## src/logic/rpi_map.vh

```
// register offsets, field positions, reset values and timing figures
// assumes a 10 MHz clock and a 32-bit APB register bus
`ifndef RPI_MAP_VH
`define RPI_MAP_VH

// ****************************************
// clock and timing figures
// ****************************************
`define RPI_CYC_PER_MS  32'd10000
`define RPI_IDLE_MS     32'd300000
`define RPI_AC_LOSS_MS  32'd10000
`define RPI_REPEAT_MS   32'd500
`define RPI_DEB_MS      32'd20
`define RPI_HOLD_MS     32'd1000
`define RPI_FLASH_MS    32'd500

// ****************************************
// display geometry
// ****************************************
`define RPI_LCD_LINES   3'd4
`define RPI_LCD_COLS    5'd20
`define RPI_SCREEN_MAX  6'd37
`define RPI_SCREEN_FLT  6'd1

// ****************************************
// register offsets and reset values
// ****************************************
`define RPI_OFS_CTRL    8'h00
`define RPI_OFS_STATUS  8'h04
`define RPI_OFS_SCREEN  8'h08
`define RPI_CTRL_RST    2'h0
`define RPI_CTRL_AUTORST 0
`define RPI_CTRL_CLPUEN  1
`define RPI_STAT_PSAVE   24

// ****************************************
// key index and lamp field positions
// ****************************************
`define RPI_KEY_TRIP    0
`define RPI_KEY_CLOSE   1
`define RPI_KEY_NEXT    2
`define RPI_KEY_BACK    3
`define RPI_KEY_RSTTGT  4
`define RPI_KEYS        5
`define RPI_LED_OK      0
`define RPI_LED_AC      1
`define RPI_LED_AMT     2
`define RPI_LED_BATT    3
`define RPI_LED_MALF    4
`define RPI_LED_REV     5
`define RPI_LED_TGT     6
`define RPI_LED_VOLT    11
`define RPI_LED_CLOSED  14
`define RPI_LED_OPEN    15
`define RPI_LED_LOCK    16
`define RPI_LED_HOTLINE 17
`define RPI_LEDS        18

`endif

```

## src/logic/rpi_sync2.v

```verilog
// two flip-flop synchroniser for levels arriving from pins
// assumes the inputs are quasi-static compared with the clock
`timescale 1ns/1ps
`default_nettype none
module rpi_sync2 #(
  parameter WIDTH = 1
) (
  input  wire             clock,
  input  wire             rstn,
  input  wire [WIDTH-1:0] pinIn,
  output reg  [WIDTH-1:0] syncOut
);

  reg [WIDTH-1:0] stage1;

  // first stage feeds only the second
  always @(posedge clock) begin
    if (!rstn) begin
      stage1  <= {WIDTH{1'b0}};
      syncOut <= {WIDTH{1'b0}};
    end else begin
      stage1  <= pinIn;
      syncOut <= stage1;
    end
  end

endmodule
`default_nettype wire

```

## src/logic/rpi_key_filter.v

```verilog
// one panel key: synchroniser, debounce, press pulse, hold repeat
// assumes an active-high key level from a pin; HOLD_CYC >= RPT_CYC
`timescale 1ns/1ps
`default_nettype none
module rpi_key_filter #(
  parameter [31:0] DEB_CYC  = 32'd200000,
  parameter [31:0] HOLD_CYC = 32'd10000000,
  parameter [31:0] RPT_CYC  = 32'd5000000
) (
  input  wire clock,
  input  wire rstn,
  input  wire keyPin,
  output reg  keyLevel,
  output reg  keyPress,
  output reg  keyRepeat
);

  wire        keySync;
  reg  [31:0] debCnt;
  reg  [31:0] holdCnt;

  // ****************************************
  // pin synchroniser
  // ****************************************
  rpi_sync2 #(.WIDTH(1)) u_sync (
    .clock   (clock),
    .rstn    (rstn),
    .pinIn   (keyPin),
    .syncOut (keySync)
  );

  // ****************************************
  // debounce, press edge and hold repeat
  // ****************************************
  always @(posedge clock) begin
    if (!rstn) begin
      debCnt    <= 32'h0;
      holdCnt   <= 32'h0;
      keyLevel  <= 1'b0;
      keyPress  <= 1'b0;
      keyRepeat <= 1'b0;
    end else begin
      keyPress  <= 1'b0;
      keyRepeat <= 1'b0;
      if (keySync == keyLevel) begin
        debCnt <= 32'h0;
      end else if (debCnt >= DEB_CYC) begin
        debCnt   <= 32'h0;
        keyLevel <= keySync;
        keyPress <= keySync;
      end else begin
        debCnt <= debCnt + 32'h1;
      end
      // one fixed hold threshold, then a steady repeat
      if (!keyLevel) begin
        holdCnt <= 32'h0;
      end else if (holdCnt >= HOLD_CYC) begin
        holdCnt   <= HOLD_CYC - RPT_CYC;
        keyRepeat <= 1'b1;
      end else begin
        holdCnt <= holdCnt + 32'h1;
      end
    end
  end

endmodule
`default_nettype wire

```

## src/logic/rpi_panel.v

```verilog
// operator panel controller: lamps, pushbuttons, power save, screens
// assumes core flags on this clock, keys and sensors from pins
// Behaviour
// blank lamps after five idle minutes; here the hot line tag, open and closed lamps stay lit
// key press wakes panel; backlight off asleep
// healthy lamp only without self-test fault
// AC lamp; off after 10 s absence
// above-minimum lamp from any channel
// battery lamp below 20 V or sag
// failed battery test latches until pass
// malfunction lamp until commanded state reached
// reverse-power lamp follows reverse flow
// latch target on trip with pickup
// clear targets by auto-reset or key
// three bushing voltage lamps follow inputs
// closed and open lamps follow mechanism
// lockout lamp when open idle or handle
// trip failure flashes four status lamps
// trip key opens and locks out
// close key homes sequence and closes
// cold load pickup on lockout close press
// close key ignored while already closed
// screens of four lines, twenty characters
// overcurrent trip jumps to first screen
// next advances; holding repeats twice per second
// keys debounced, fixed hold threshold
//
// Chosen here: register access over APB and the register offsets.
`timescale 1ns/1ps
`default_nettype none
`include "rpi_map.vh"
module rpi_panel #(
  parameter [31:0] IDLE_CYC  = `RPI_IDLE_MS * `RPI_CYC_PER_MS,
  parameter [31:0] AC_CYC    = `RPI_AC_LOSS_MS * `RPI_CYC_PER_MS,
  parameter [31:0] RPT_CYC   = `RPI_REPEAT_MS * `RPI_CYC_PER_MS,
  parameter [31:0] DEB_CYC   = `RPI_DEB_MS * `RPI_CYC_PER_MS,
  parameter [31:0] HOLD_CYC  = `RPI_HOLD_MS * `RPI_CYC_PER_MS,
  parameter [31:0] FLASH_CYC = `RPI_FLASH_MS * `RPI_CYC_PER_MS
) (
  input  wire                 clock,
  input  wire                 rstn,
  input  wire                 psel,
  input  wire                 penable,
  input  wire                 pwrite,
  input  wire [7:0]           paddr,
  input  wire [31:0]          pwdata,
  output reg  [31:0]          prdata,
  output wire                 pready,
  output wire                 pslverr,
  input  wire [`RPI_KEYS-1:0] keyPin,
  input  wire                 hotLineTagPin,
  input  wire                 acSensePin,
  input  wire [2:0]           bushVoltPin,
  input  wire                 mechClosedPin,
  input  wire                 mechOpenPin,
  input  wire                 handleDownPin,
  input  wire                 selfTestOk,
  input  wire [4:0]           aboveMinTrip,
  input  wire                 battLow,
  input  wire                 battTestDone,
  input  wire                 battTestFail,
  input  wire                 reverseFlow,
  input  wire                 ocTrip,
  input  wire                 tripFail,
  input  wire                 closeFail,
  input  wire                 seqActive,
  input  wire                 clpuBlocked,
  output reg  [`RPI_LEDS-1:0] leds,
  output reg                  backlight,
  output reg                  powerSave,
  output reg                  tripCmd,
  output reg                  lockoutCmd,
  output reg                  closeCmd,
  output reg                  seqHomeCmd,
  output reg                  cold_load_pickup,
  output reg  [5:0]           screenNum,
  output reg  [1:0]           lcdLine,
  output reg  [4:0]           lcdCol
);

  wire [`RPI_KEYS-1:0] keyPress, keyRepeat;
  wire [7:0]           pinSync;
  wire                 hotLine, acOn, mechClosed, mechOpen, handleDown;
  wire [2:0]           bushVolt;
  reg  [1:0]           ctrlReg;
  reg  [31:0]          idleCnt, acCnt, flashCnt;
  reg                  acLamp, battLatch, malf, wantOpen, closedPrev, blink;
  reg  [4:0]           targets;
  reg  [`RPI_LEDS-1:0] next_leds;
  wire                 anyPress, closedRise, lockState, tripFlash, apbAccess, apbHit;

  // wraps a screen number forward or back within 1..max
  function [5:0] stepScreen;
    input [5:0] cur;
    input       fwd;
    begin
      if (fwd) begin
        stepScreen = (cur >= `RPI_SCREEN_MAX) ? 6'd1 : cur + 6'd1;
      end else begin
        stepScreen = (cur <= 6'd1) ? `RPI_SCREEN_MAX : cur - 6'd1;
      end
    end
  endfunction

  // ****************************************
  // key filters and pin synchronisers
  // ****************************************
  genvar k;
  generate
    for (k = 0; k < `RPI_KEYS; k = k + 1) begin : g_key
      rpi_key_filter #(.DEB_CYC(DEB_CYC), .HOLD_CYC(HOLD_CYC), .RPT_CYC(RPT_CYC)) u_key (
        .clock     (clock),
        .rstn      (rstn),
        .keyPin    (keyPin[k]),
        .keyLevel  (),
        .keyPress  (keyPress[k]),
        .keyRepeat (keyRepeat[k])
      );
    end
  endgenerate

  rpi_sync2 #(.WIDTH(8)) u_pins (
    .clock   (clock),
    .rstn    (rstn),
    .pinIn   ({hotLineTagPin, handleDownPin, mechOpenPin, mechClosedPin,
               bushVoltPin, acSensePin}),
    .syncOut (pinSync)
  );

  assign acOn       = pinSync[0];
  assign bushVolt   = pinSync[3:1];
  assign mechClosed = pinSync[4];
  assign mechOpen   = pinSync[5];
  assign handleDown = pinSync[6];
  assign hotLine    = pinSync[7];

  // shared event terms
  assign anyPress   = |keyPress;
  assign closedRise = mechClosed & ~closedPrev;
  assign lockState  = (mechOpen & ~seqActive) | handleDown;
  assign tripFlash  = malf & wantOpen;

  // ****************************************
  // APB slave: zero wait, error on unmapped
  // ****************************************
  assign apbAccess = psel & penable;
  assign apbHit    = (paddr == `RPI_OFS_CTRL) | (paddr == `RPI_OFS_STATUS) |
                     (paddr == `RPI_OFS_SCREEN);
  assign pready    = 1'b1;
  assign pslverr   = apbAccess & ~apbHit;

  // read data captured in the setup cycle
  always @(posedge clock) begin
    if (!rstn) begin
      prdata <= 32'h0;
    end else if (psel & ~penable & ~pwrite) begin
      case (paddr)
        `RPI_OFS_CTRL:   prdata <= {30'h0, ctrlReg};
        `RPI_OFS_STATUS: prdata <= {7'h0, powerSave, 6'h0, leds};
        `RPI_OFS_SCREEN: prdata <= {26'h0, screenNum};
        default:         prdata <= 32'h0;
      endcase
    end
  end

  // control bits: auto reset of targets, cold load enable
  always @(posedge clock) begin
    if (!rstn) begin
      ctrlReg <= `RPI_CTRL_RST;
    end else if (apbAccess & pwrite & (paddr == `RPI_OFS_CTRL)) begin
      ctrlReg <= pwdata[1:0];
    end
  end

  // ****************************************
  // inactivity timer and backlight
  // ****************************************
  always @(posedge clock) begin
    if (!rstn) begin
      idleCnt   <= 32'h0;
      powerSave <= 1'b0;
      backlight <= 1'b1;
    end else if (anyPress) begin
      idleCnt   <= 32'h0;
      powerSave <= 1'b0;
      backlight <= 1'b1;
    end else if (idleCnt >= IDLE_CYC) begin
      powerSave <= 1'b1;
      backlight <= 1'b0;
    end else begin
      idleCnt <= idleCnt + 32'h1;
    end
  end

  // ****************************************
  // ac presence with loss hold-off
  // ****************************************
  always @(posedge clock) begin
    if (!rstn) begin
      acCnt  <= 32'h0;
      acLamp <= 1'b0;
    end else if (acOn) begin
      acCnt  <= 32'h0;
      acLamp <= 1'b1;
    end else if (acCnt >= AC_CYC) begin
      acLamp <= 1'b0;
    end else begin
      acCnt <= acCnt + 32'h1;
    end
  end

  // ****************************************
  // battery test latch
  // ****************************************
  always @(posedge clock) begin
    if (!rstn) begin
      battLatch <= 1'b0;
    end else if (battTestDone) begin
      battLatch <= battTestFail;
    end
  end

  // ****************************************
  // malfunction tracking, new failure wins
  // ****************************************
  always @(posedge clock) begin
    if (!rstn) begin
      malf     <= 1'b0;
      wantOpen <= 1'b0;
    end else if (tripFail | closeFail) begin
      malf     <= 1'b1;
      wantOpen <= tripFail;
    end else if (malf & (wantOpen ? mechOpen : mechClosed)) begin
      malf <= 1'b0;
    end
  end

  // ****************************************
  // fault targets, setting beats clearing
  // ****************************************
  always @(posedge clock) begin
    if (!rstn) begin
      targets    <= 5'h0;
      closedPrev <= 1'b0;
    end else begin
      closedPrev <= mechClosed;
      if (keyPress[`RPI_KEY_RSTTGT] |
          (closedRise & ctrlReg[`RPI_CTRL_AUTORST])) begin
        targets <= ocTrip ? aboveMinTrip : 5'h0;
      end else if (ocTrip) begin
        targets <= targets | aboveMinTrip;
      end
    end
  end

  // ****************************************
  // flash time base
  // ****************************************
  always @(posedge clock) begin
    if (!rstn) begin
      flashCnt <= 32'h0;
      blink    <= 1'b0;
    end else if (flashCnt >= FLASH_CYC - 32'h1) begin
      flashCnt <= 32'h0;
      blink    <= ~blink;
    end else begin
      flashCnt <= flashCnt + 32'h1;
    end
  end

  // ****************************************
  // lamp composition and power save gating
  // ****************************************
  always @* begin
    next_leds                       = {`RPI_LEDS{1'b0}};
    next_leds[`RPI_LED_OK]          = selfTestOk;
    next_leds[`RPI_LED_AC]          = acLamp;
    next_leds[`RPI_LED_AMT]         = |aboveMinTrip;
    next_leds[`RPI_LED_BATT]        = battLow | battLatch;
    next_leds[`RPI_LED_MALF]        = malf;
    next_leds[`RPI_LED_REV]         = reverseFlow;
    next_leds[`RPI_LED_TGT+4:`RPI_LED_TGT]   = targets;
    next_leds[`RPI_LED_VOLT+2:`RPI_LED_VOLT] = bushVolt;
    next_leds[`RPI_LED_CLOSED]      = mechClosed;
    next_leds[`RPI_LED_OPEN]        = mechOpen;
    next_leds[`RPI_LED_LOCK]        = lockState;
    next_leds[`RPI_LED_HOTLINE]     = hotLine;
    if (tripFlash) begin
      next_leds[`RPI_LED_MALF]   = blink;
      next_leds[`RPI_LED_OPEN]   = blink;
      next_leds[`RPI_LED_CLOSED] = blink;
      next_leds[`RPI_LED_LOCK]   = blink;
    end
    if (powerSave) begin
      // only tag and mechanism status stay lit
      next_leds = next_leds & ((`RPI_LEDS'h1 << `RPI_LED_HOTLINE) |
                               (`RPI_LEDS'h1 << `RPI_LED_OPEN) |
                               (`RPI_LEDS'h1 << `RPI_LED_CLOSED));
    end
  end

  always @(posedge clock) begin
    if (!rstn) begin
      leds <= {`RPI_LEDS{1'b0}};
    end else begin
      leds <= next_leds;
    end
  end

  // ****************************************
  // trip and close pushbuttons
  // ****************************************
  always @(posedge clock) begin
    if (!rstn) begin
      tripCmd          <= 1'b0;
      lockoutCmd       <= 1'b0;
      closeCmd         <= 1'b0;
      seqHomeCmd       <= 1'b0;
      cold_load_pickup <= 1'b0;
    end else begin
      tripCmd    <= keyPress[`RPI_KEY_TRIP];
      lockoutCmd <= keyPress[`RPI_KEY_TRIP];
      // close press only; repeats from holding are ignored
      if (keyPress[`RPI_KEY_CLOSE] & ~mechClosed) begin
        closeCmd         <= 1'b1;
        seqHomeCmd       <= 1'b1;
        cold_load_pickup <= lockState & ~clpuBlocked & ctrlReg[`RPI_CTRL_CLPUEN];
      end else begin
        closeCmd         <= 1'b0;
        seqHomeCmd       <= 1'b0;
        cold_load_pickup <= 1'b0;
      end
    end
  end

  // ****************************************
  // screen navigation
  // ****************************************
  always @(posedge clock) begin
    if (!rstn) begin
      screenNum <= `RPI_SCREEN_FLT;
    end else if (ocTrip) begin
      screenNum <= `RPI_SCREEN_FLT;
    end else if (keyPress[`RPI_KEY_NEXT] | keyRepeat[`RPI_KEY_NEXT]) begin
      screenNum <= stepScreen(screenNum, 1'b1);
    end else if (keyPress[`RPI_KEY_BACK] | keyRepeat[`RPI_KEY_BACK]) begin
      screenNum <= stepScreen(screenNum, 1'b0);
    end
  end

  // ****************************************
  // character scan over four lines of twenty
  // ****************************************
  always @(posedge clock) begin
    if (!rstn) begin
      lcdLine <= 2'h0;
      lcdCol  <= 5'h0;
    end else if (lcdCol >= `RPI_LCD_COLS - 5'd1) begin
      lcdCol <= 5'h0;
      if ({1'b0, lcdLine} >= `RPI_LCD_LINES - 3'd1) begin
        lcdLine <= 2'h0;
      end else begin
        lcdLine <= lcdLine + 2'h1;
      end
    end else begin
      lcdCol <= lcdCol + 5'h1;
    end
  end

endmodule
`default_nettype wire

```

## config.mk

```make
export PLATFORM = sky130hd
export DESIGN_NAME = rpi_panel
export DESIGN_NICKNAME = d
export VERILOG_FILES = /design/src/logic/rpi_sync2.v /design/src/logic/rpi_key_filter.v /design/src/logic/rpi_panel.v
export VERILOG_INCLUDE_DIRS = /design/src /design/src/logic
export SDC_FILE = /design/constraint.sdc
export NUM_CORES = 1
export LEC_CHECK = 0
export BUFFER_PORTS_ARGS = -buffer_cell sky130_fd_sc_hd__buf_2
export CORE_MARGIN = 5
export CORE_UTILIZATION = 59
export CTS_CLUSTER_SIZE = 10
export DETAILED_ROUTE_END_ITERATION = 8
export HOLD_SLACK_MARGIN = 0.05
export PLACE_DENSITY = 0.87
export REMOVE_ABC_BUFFERS = 1
export SYNTH_ARGS = -nofsm -noshare
export SYNTH_HDL_FRONTEND = slang
export SYNTH_SLANG_ARGS = --single-unit
```

## constraint.sdc

```tcl
create_clock -name clock -period 2.6 [get_ports clock]
set_clock_uncertainty 0.05 [all_clocks]
set_input_delay 0.65 -clock clock [delete_from_list [all_inputs] [get_ports clock]]
set_output_delay 0.65 -clock clock [all_outputs]
set_load 0.01 [all_outputs]
```

; ---- Yosys cells after proc, flatten, opt, wreduce, memory -nomap -nowiden
; Cells that the tools add are included.
; Widths: inputs -> output; s select.
[totals]
register_bits = 439
input_bits = 73
wordCells = 187
out_inout_bits = 72
[classes]
n_mux = 21
bitwise = 44
addsub = 14
reduce_logical = 32
magnitude_cmp = 14
eq_ne = 7
[ops]
columns = cell, n
row1 = $add 32x1->32 const B, 10
row2 = $ge 32x18->1 const B, 5
row3 = $pmux 25 s3, 1
row4 = $ge 32x24->1 const B, 2
row5 = $mux 23, 2
row6 = $reduce_or 3->1, 12
row7 = $ge 32x23->1 const B, 1
row8 = $ge 32x27->1 const B, 1
row9 = $ge 32x32->1 const B, 1
row10 = $mux 6, 4
row11 = $not 1->1, 21
row12 = $reduce_and 2->1, 8
row13 = $mux 5, 3
row14 = $and 1x1->1, 14
row15 = $reduce_or 2->1, 5
row16 = $mux 1, 9
row17 = $eq 8x3->1 const B, 1
row18 = $eq 8x4->1 const B, 1
row19 = $logic_not 8->1, 1
row20 = $or 1x1->1, 8
row21 = $reduce_bool 2->1, 4
row22 = $add 6x1->6 const B, 1
row23 = $ge 6x6->1 const B, 1
row24 = $le 6x1->1 const B, 1
row25 = other kinds (11), 15

; ---- Logic depth before layout (Yosys ltp)
; Gate-level depths: netlist of run 1.
[depth]
word_depth = 5
depth_mapped = 7
depth_no_buf = 7

; ---- By module
; A second synthesis of run 1 with hierarchy kept.
[hier_totals]
hier_cells = 2310
hier_area_um2 = 21206.6
[by_module_without_submodules]
columns = module, seq_area_each_um2, cells_per_inst, area_per_inst_um2, n_inst
row1 = rpi_key_filter, 1341.3, 282, 2636.3, 5
row2 = rpi_panel, 3283.1, 847, 7315.8, 1
row3 = rpi_sync2 (u_pins), 320.3, 33, 446.7, 1
row4 = rpi_sync2 (g_key[0].u_key.u_sync ...), 40.0, 4, 52.6, 5

; ---- Worst setup path before layout of run 1
; OpenSTA, ideal clock, no wires.
[synth_path]
path_kind = register -> register
start = register idleCnt[26]
end = register idleCnt[9]
path_stages_with_launch = 7
required_time_ps = 2435
setup_slack_ps = 315
period_less_slack_ps = 2285
setup_time_ps = 115
n_path_buf = 1
arrival_ps = 2121
cell_sequence = dfxtp_1 -> or4b_1 -> or4_4 -> o32a_1 -> buf_2 -> and4_1 -> o21a_1
[synth_via]
elab_chain_len = 1
[synth_lines]
columns = item, line
row1 = from (decl), rpi_panel.v:86  ; reg [31:0] idleCnt, acCnt, flashCnt;
row2 = from (signal assigned), rpi_panel.v:191  ; idleCnt <= idleCnt + 32'h1;
row3 = $ge 32x32->1, rpi_panel.v:187  ; end else if (idleCnt >= IDLE_CYC) begin
; Every way passes these cells.
; A chain may end at the register's enable or synchronous reset.

; ---- Final worst setup path of run 1
; Ends and elaborated chain as after synthesis.

==> results.sh, run 1 <==
export IMPL_status="completed"
export IMPL_io_buffer_count=100
export IMPL_routedLengthMet1_um=15000
export IMPL_nNetsFinal=2085
export IMPL_rsz0062_at_grt="false"
export IMPL_final_util=0.687
export IMPL_die_y_um=177
export IMPL_num_rows=61
export IMPL_startpoint_type="flop"
export IMPL_synth_edf_count=0
export IMPL_synthTopCellsByArea="dfxtp_1 (52%), nor2_1 (6.0%), xor2_1 (4.5%)"
export IMPL_endpoint_kind="flop"
export IMPL_critical_path_required_ns=2.99
export IMPL_drive_gt1_frac=0.0999
export IMPL_dr_wl_met2_um=18400
export IMPL_vdd_drop_max_mv=0.469
export IMPL_relSlewSlack=0.312
export IMPL_gp_congestion=0.887
export IMPL_synthToLayoutAreaGrowth_pct=15.4
export IMPL_grt_ovfl_total=0
export IMPL_crit_fanout=9
export IMPL_grt_total_usage=0.229
export IMPL_cts_hold_buffers=0
export IMPL_async_reset_ff_frac=0
export IMPL_syn_instance_count=1772
export IMPL_dieArea_mm2=0.0314
export IMPL_place_area_mm2=0.0178
export IMPL_fmax_ghz=0.413
export IMPL_grt_pass1_wl_um=60200
export IMPL_tightest_slew_ns=1.03
export IMPL_clock_sinks=426
export IMPL_yosys_register_bits=426
export IMPL_yosysTopAreaCellShare=0.517
export IMPL_post_place_cells=2316
export IMPL_setup_viol=0
export IMPL_mostFrequentLayoutCell="dfxtp_1"
export IMPL_syn_area_per_cell_um2=9.31
export IMPL_slew_viol_final=0
export IMPL_fin_crit_ns=2.42
export IMPL_holdCritPathClass="input pin to flop"
export IMPL_rr_endpoint="idleCnt[9]"
export IMPL_clkLatencyLatePin_ns=0.54
export IMPL_clk_pin_slew_worst_paths_ns=0.05
export IMPL_netlist_area_mm2=0.0165
export IMPL_hold_path_startpoint="selfTestOk"
export IMPL_postCtsSetupBuffers=0
export IMPL_h_tree_depth=2
export IMPL_ctsResizeCount=0
export IMPL_drcViolationCount=0
export IMPL_cts_tree="done"
export IMPL_r2r_slack_ns=0.18
export IMPL_synth_distinct_cells=72
export IMPL_holdWs_ns=0.262
export IMPL_grt_pass1_vias=12900
export IMPL_antenna_found_initial=0
export IMPL_viasPerCell=5.64
export IMPL_powerDensity_mw_per_mm2=674
export IMPL_final_cells=2370
export IMPL_num_io_pins=145
export IMPL_maxCapViolCount=0
export IMPL_vias=13400
export IMPL_die_w_um=177
export IMPL_layout_common_cells="dfxtp_1 (426), nor2_1 (263), nand2_1 (111)"
export IMPL_clockBufferDepth=3
export IMPL_total_leakage_power_nw=7.22
export IMPL_hpwl_um=24300
export IMPL_yosysTopAreaCell="dfxtp_1"
export IMPL_worstPathArrival_ns=2.81
export IMPL_whs_path_depth=2
export IMPL_fin_tns_setup_ns=0
export IMPL_fin_crit_sh=0.931
export IMPL_timing_rr_start="idleCnt[26]"
export IMPL_start_util=0.595
export IMPL_routedWlPerCell_um=15.5
export IMPL_top_layer="met4"
export IMPL_cts_buffers=48
export IMPL_ant_nets=0
export IMPL_reg2reg_depth=5
export IMPL_hold_end="leds[0]"
export IMPL_root_buffer="clkbuf_16"
export IMPL_drtPass1Iterations=6
export IMPL_wl_met3_um=2290
export IMPL_seq_area_frac_synth=0.517
export IMPL_routed_wl_um=36700
export IMPL_ys_flop_type="dfxtp_1"
export IMPL_drtIter0Drc=924
export IMPL_synth_warnings=0
export IMPL_grt_max_degree=33
export IMPL_hold_viol_final=0
export IMPL_crit_type="flop to flop"
export IMPL_core_area_mm2=0.0277
export IMPL_final_area_mm2=0.0190
worst max-delay path by stage:
stage | depth (start not counted) | end | start
after floorplan | 5 | acCnt[14] | acCnt[14]
after global placement | 5 | idleCnt[9] | idleCnt[26]
after detailed placement | 5 | idleCnt[9] | idleCnt[26]
after CTS | 5 | idleCnt[9] | idleCnt[26]
after global routing | 5 | idleCnt[9] | idleCnt[26]
final | 5 | idleCnt[9] | idleCnt[26]
cell usage after synthesis, types with 15 or more instances:
master	instances
nor3_1	35
a22oi_1	24
o21ai_0	29
dfxtp_1	426
o31ai_1	27
nand2_1	111
xnor2_1	65
ha_1	24
nand4_1	59
and4_1	18
inv_1	52
and2_1	50
buf_4	17
mux2i_1	15
or4_1	31
clkbuf_1	43
and3_1	39
xor2_1	84
nor4_1	42
nor2_1	263
nand3_1	87
a21oi_1	76
cell type report:
class / count / area (um^2)
antenna: 1 / 2.50
clock buffer: 51 / 1250
timing repair buffer: 129 / 718
sequential: 426 / 8530
inverter: 52 / 195
tap: 378 / 473
fill: 1972 / 8660
multi-input combinational: 1331 / 7850
clock inverter: 2 / 17.5
kinds of logic after synthesis:
family,Yosys count,synth area share
DFF,426,0.517
xor gates and xnor gates,149,0.0791
adders and majority gates,24,0.0182
other,2,0.000455
and+or+nand+nor,781,0.239
muxes,15,0.00910
buffers and inverters,122,0.0320
AOI/OAI and AO/OA,253,0.105
flip-flops by register name, summed over array words and instances, names as in the netlist, 18 cells and up:
name	flops
flashCnt	32
idleCnt	32
acCnt	32
leds	18
g_key.u_key.debCnt	160
prdata	19
g_key.u_key.holdCnt	64
power by group:
| group | switching, mW | leakage [nW] | internal, mW |
|---|---|---|---|
| registers | 0.0797 | 3.48 | 6.68 |
| clock network | 2.36 | 0.627 | 3.36 |
| logic | 0.221 | 3.11 | 0.132 |
| total | 2.66 | 7.22 | 10.2 |
per-stage QoR:
stage / worst slack (ns) / power (mW)
floorplan: -0.196 / 7.06
global placement: 0.238 / 7.21
detailed placement: 0.204 / 7.23
CTS: 0.192 / 12.9
global route: 0.105 / 13.3
finish: 0.181 / 12.8
routing by layer:
| layer | track usage | vias up |
|---|---|---|
| met4 | 0.0729 | 0 |
| li1 | - | 6546 |
| met5 | 0 | - |
| met2 | 0.411 | 372 |
| met3 | 0.0476 | 88 |
| met1 | 0.275 | 6369 |
worst max-delay path, cell delays in order, from the launching register on:
cell	delay [ns]
dfxtp_1	0.35
or4b_1	0.53
or4_4	0.46
o32a_1	0.50
and4_1	0.26
o21a_1	0.15
(Power assumes the default switching activity.)
==> run 2, diff against run 1 <==
--- a/config.mk
+++ b/config.mk
@@ -13,7 +13,7 @@
 export DETAILED_ROUTE_END_ITERATION = 8
 export HOLD_SLACK_MARGIN = 0.05
 export PLACE_DENSITY = 0.87
-export REMOVE_ABC_BUFFERS = 1
+export SKIP_LAST_GASP = 1
 export SYNTH_ARGS = -nofsm -noshare
 export SYNTH_HDL_FRONTEND = slang
 export SYNTH_SLANG_ARGS = --single-unit
==> results.sh, run 2 (synthesis results as in run 1) <==
export IMPL_clock_sinks=426
export IMPL_endpoint="pslverr"
export IMPL_fin_crit_sh=0.964
export IMPL_mostFrequentLayoutCell="dfxtp_1"
export IMPL_reg2reg_depth=5
export IMPL_largest_register_ff_count=160
export IMPL_timing_rr_start="idleCnt[26]"
export IMPL_top_regs="g_key.u_key.debCnt (160), g_key.u_key.holdCnt (64)"
export IMPL_powerDensity_mw_per_mm2=670
export IMPL_regMostFlops="g_key.u_key.debCnt"
export IMPL_root_buffer="clkbuf_16"
export IMPL_diodes=0
export IMPL_grt_pass1_wl_um=61000
export IMPL_setup_viol=0
export IMPL_synthToLayoutAreaGrowth_pct=15.4
export IMPL_clkLatencyLatePin_ns=0.55
export IMPL_vias=13300
export IMPL_start_util=0.595
export IMPL_rr_endpoint="idleCnt[9]"
export IMPL_drtPass1Iterations=5
export IMPL_drtIter0Drc=1024
export IMPL_routed_wl_um=36400
export IMPL_nNetsFinal=2084
export IMPL_r2r_slack_ns=0.19
export IMPL_crit_fanout=2
export IMPL_routedWlPerCell_um=15.4
export IMPL_status="completed"
export IMPL_holdCritPathClass="input pin to flop"
export IMPL_rsz0062_at_grt="false"
export IMPL_h_tree_depth=2
export IMPL_critical_path_slowest_cell="nor4_1"
export IMPL_postCtsSetupBuffers=0
export IMPL_antenna_found_initial=2
export IMPL_tightest_slew_ns=0.934
export IMPL_endpoint_kind="primary output"
export IMPL_relSlewSlack=0.372
export IMPL_grt_total_usage=0.230
export IMPL_cts_tree="done"
export IMPL_vdd_drop_max_mv=0.490
export IMPL_die_w_um=177
export IMPL_grt_ovfl_total=0
export IMPL_clockBufferDepth=3
export IMPL_crit_type="input pin to primary output"
export IMPL_die_y_um=177
export IMPL_total_leakage_power_nw=7.20
export IMPL_ant_nets=0
export IMPL_drcViolationCount=0
export IMPL_place_area_mm2=0.0178
export IMPL_path_cells="buf_2 -> nor4_1 -> nand2_1 -> a21oi_1 -> nor2_1 -> buf_2"
export IMPL_grt_max_degree=54
export IMPL_post_place_cells=2315
export IMPL_cts_hold_buffers=0
export IMPL_viasPerCell=5.60
export IMPL_fin_crit_ns=2.51
export IMPL_hpwl_um=24900
export IMPL_slew_viol_final=0
export IMPL_dieArea_mm2=0.0314
export IMPL_fmax_ghz=0.399
export IMPL_critPathLaunch="paddr[5]"
export IMPL_crit_top_cell="buf_2"
export IMPL_core_area_mm2=0.0277
export IMPL_grt_pass1_vias=12900
export IMPL_hold_path_startpoint="bushVoltPin[1]"
export IMPL_fin_tns_setup_ns=0
export IMPL_layout_common_cells="dfxtp_1 (426), nor2_1 (263), nand2_1 (111)"
export IMPL_final_area_mm2=0.0190
export IMPL_final_cells=2368
export IMPL_num_io_pins=145
export IMPL_drive_gt1_frac=0.0990
export IMPL_hold_viol_final=0
export IMPL_maxCapViolCount=0
export IMPL_cts_buffers=48
export IMPL_slowest_delay_ns=0.43
export IMPL_gp_congestion=0.901
export IMPL_worstPathArrival_ns=1.81
export IMPL_clk_pin_slew_worst_paths_ns=0.05
export IMPL_num_rows=61
export IMPL_startpoint_type="input pin"
export IMPL_critical_path_required_ns=1.90
export IMPL_io_buffer_count=100
## run 2: how the worst min path moves through the flow
stage / to / slack (ns) / cells past startpoint
floorplan: leds[11] / 0.36 / 1
global placement: leds[13] / 0.36 / 1
detailed placement: leds[13] / 0.36 / 1
CTS: u_pins.stage1[2] / 0.24 / 2
global route: u_pins.stage1[7] / 0.26 / 2
finish: u_pins.stage1[2] / 0.26 / 2
## run 2: critical path: cells and delay by family
family / cells / cell delay, ns
compound gates: 1 / 0.17
simple gates: 3 / 0.74
buf+inv: 2 / 0.23
## run 2: metal layers
metal / part of all wire / track usage / wire length (um)
met3: 0.058 / 0.0372 / 2110
met5: 0 / 0 / 0
met1: 0.42 / 0.288 / 15300
met2: 0.50 / 0.409 / 18100
met4: 0.025 / 0.0664 / 900
## run 2: per-stage QoR
step,hold WS (ns),setup slack (ns),power (mW),util
finish,0.262,0.0934,12.8,0.687
global route,0.258,0.0673,13.2,0.687
CTS,0.237,0.124,12.9,0.687
detailed placement,0.363,0.121,7.23,0.642
global placement,0.360,0.146,7.22,0.642
floorplan,0.356,0.315,7.09,-
## run 2: repair_timing
item / in CTS / in global routing
endpoints found under the hold margin: 0 / 0
setup endpoints to repair: 0 / 1
resized for setup: 0 / 1
## run 2: power breakdown
part           leakage, nW  total (mW)  internal [mW]  switching, mW
sequential            3.48        6.76           6.68         0.0788
clock                0.612        5.65           3.28           2.36
combinational         3.11       0.354          0.135          0.220
## run 2: layout make-up
type | count | area, um^2
well taps | 378 | 473
flip-flops and latches | 426 | 8530
multi-input cells | 1331 | 7860
fillers | 2004 | 8670
clock buffers | 51 | 1220
repair buffers | 128 | 736
clock inverters | 2 | 25.0
inverters | 52 | 195
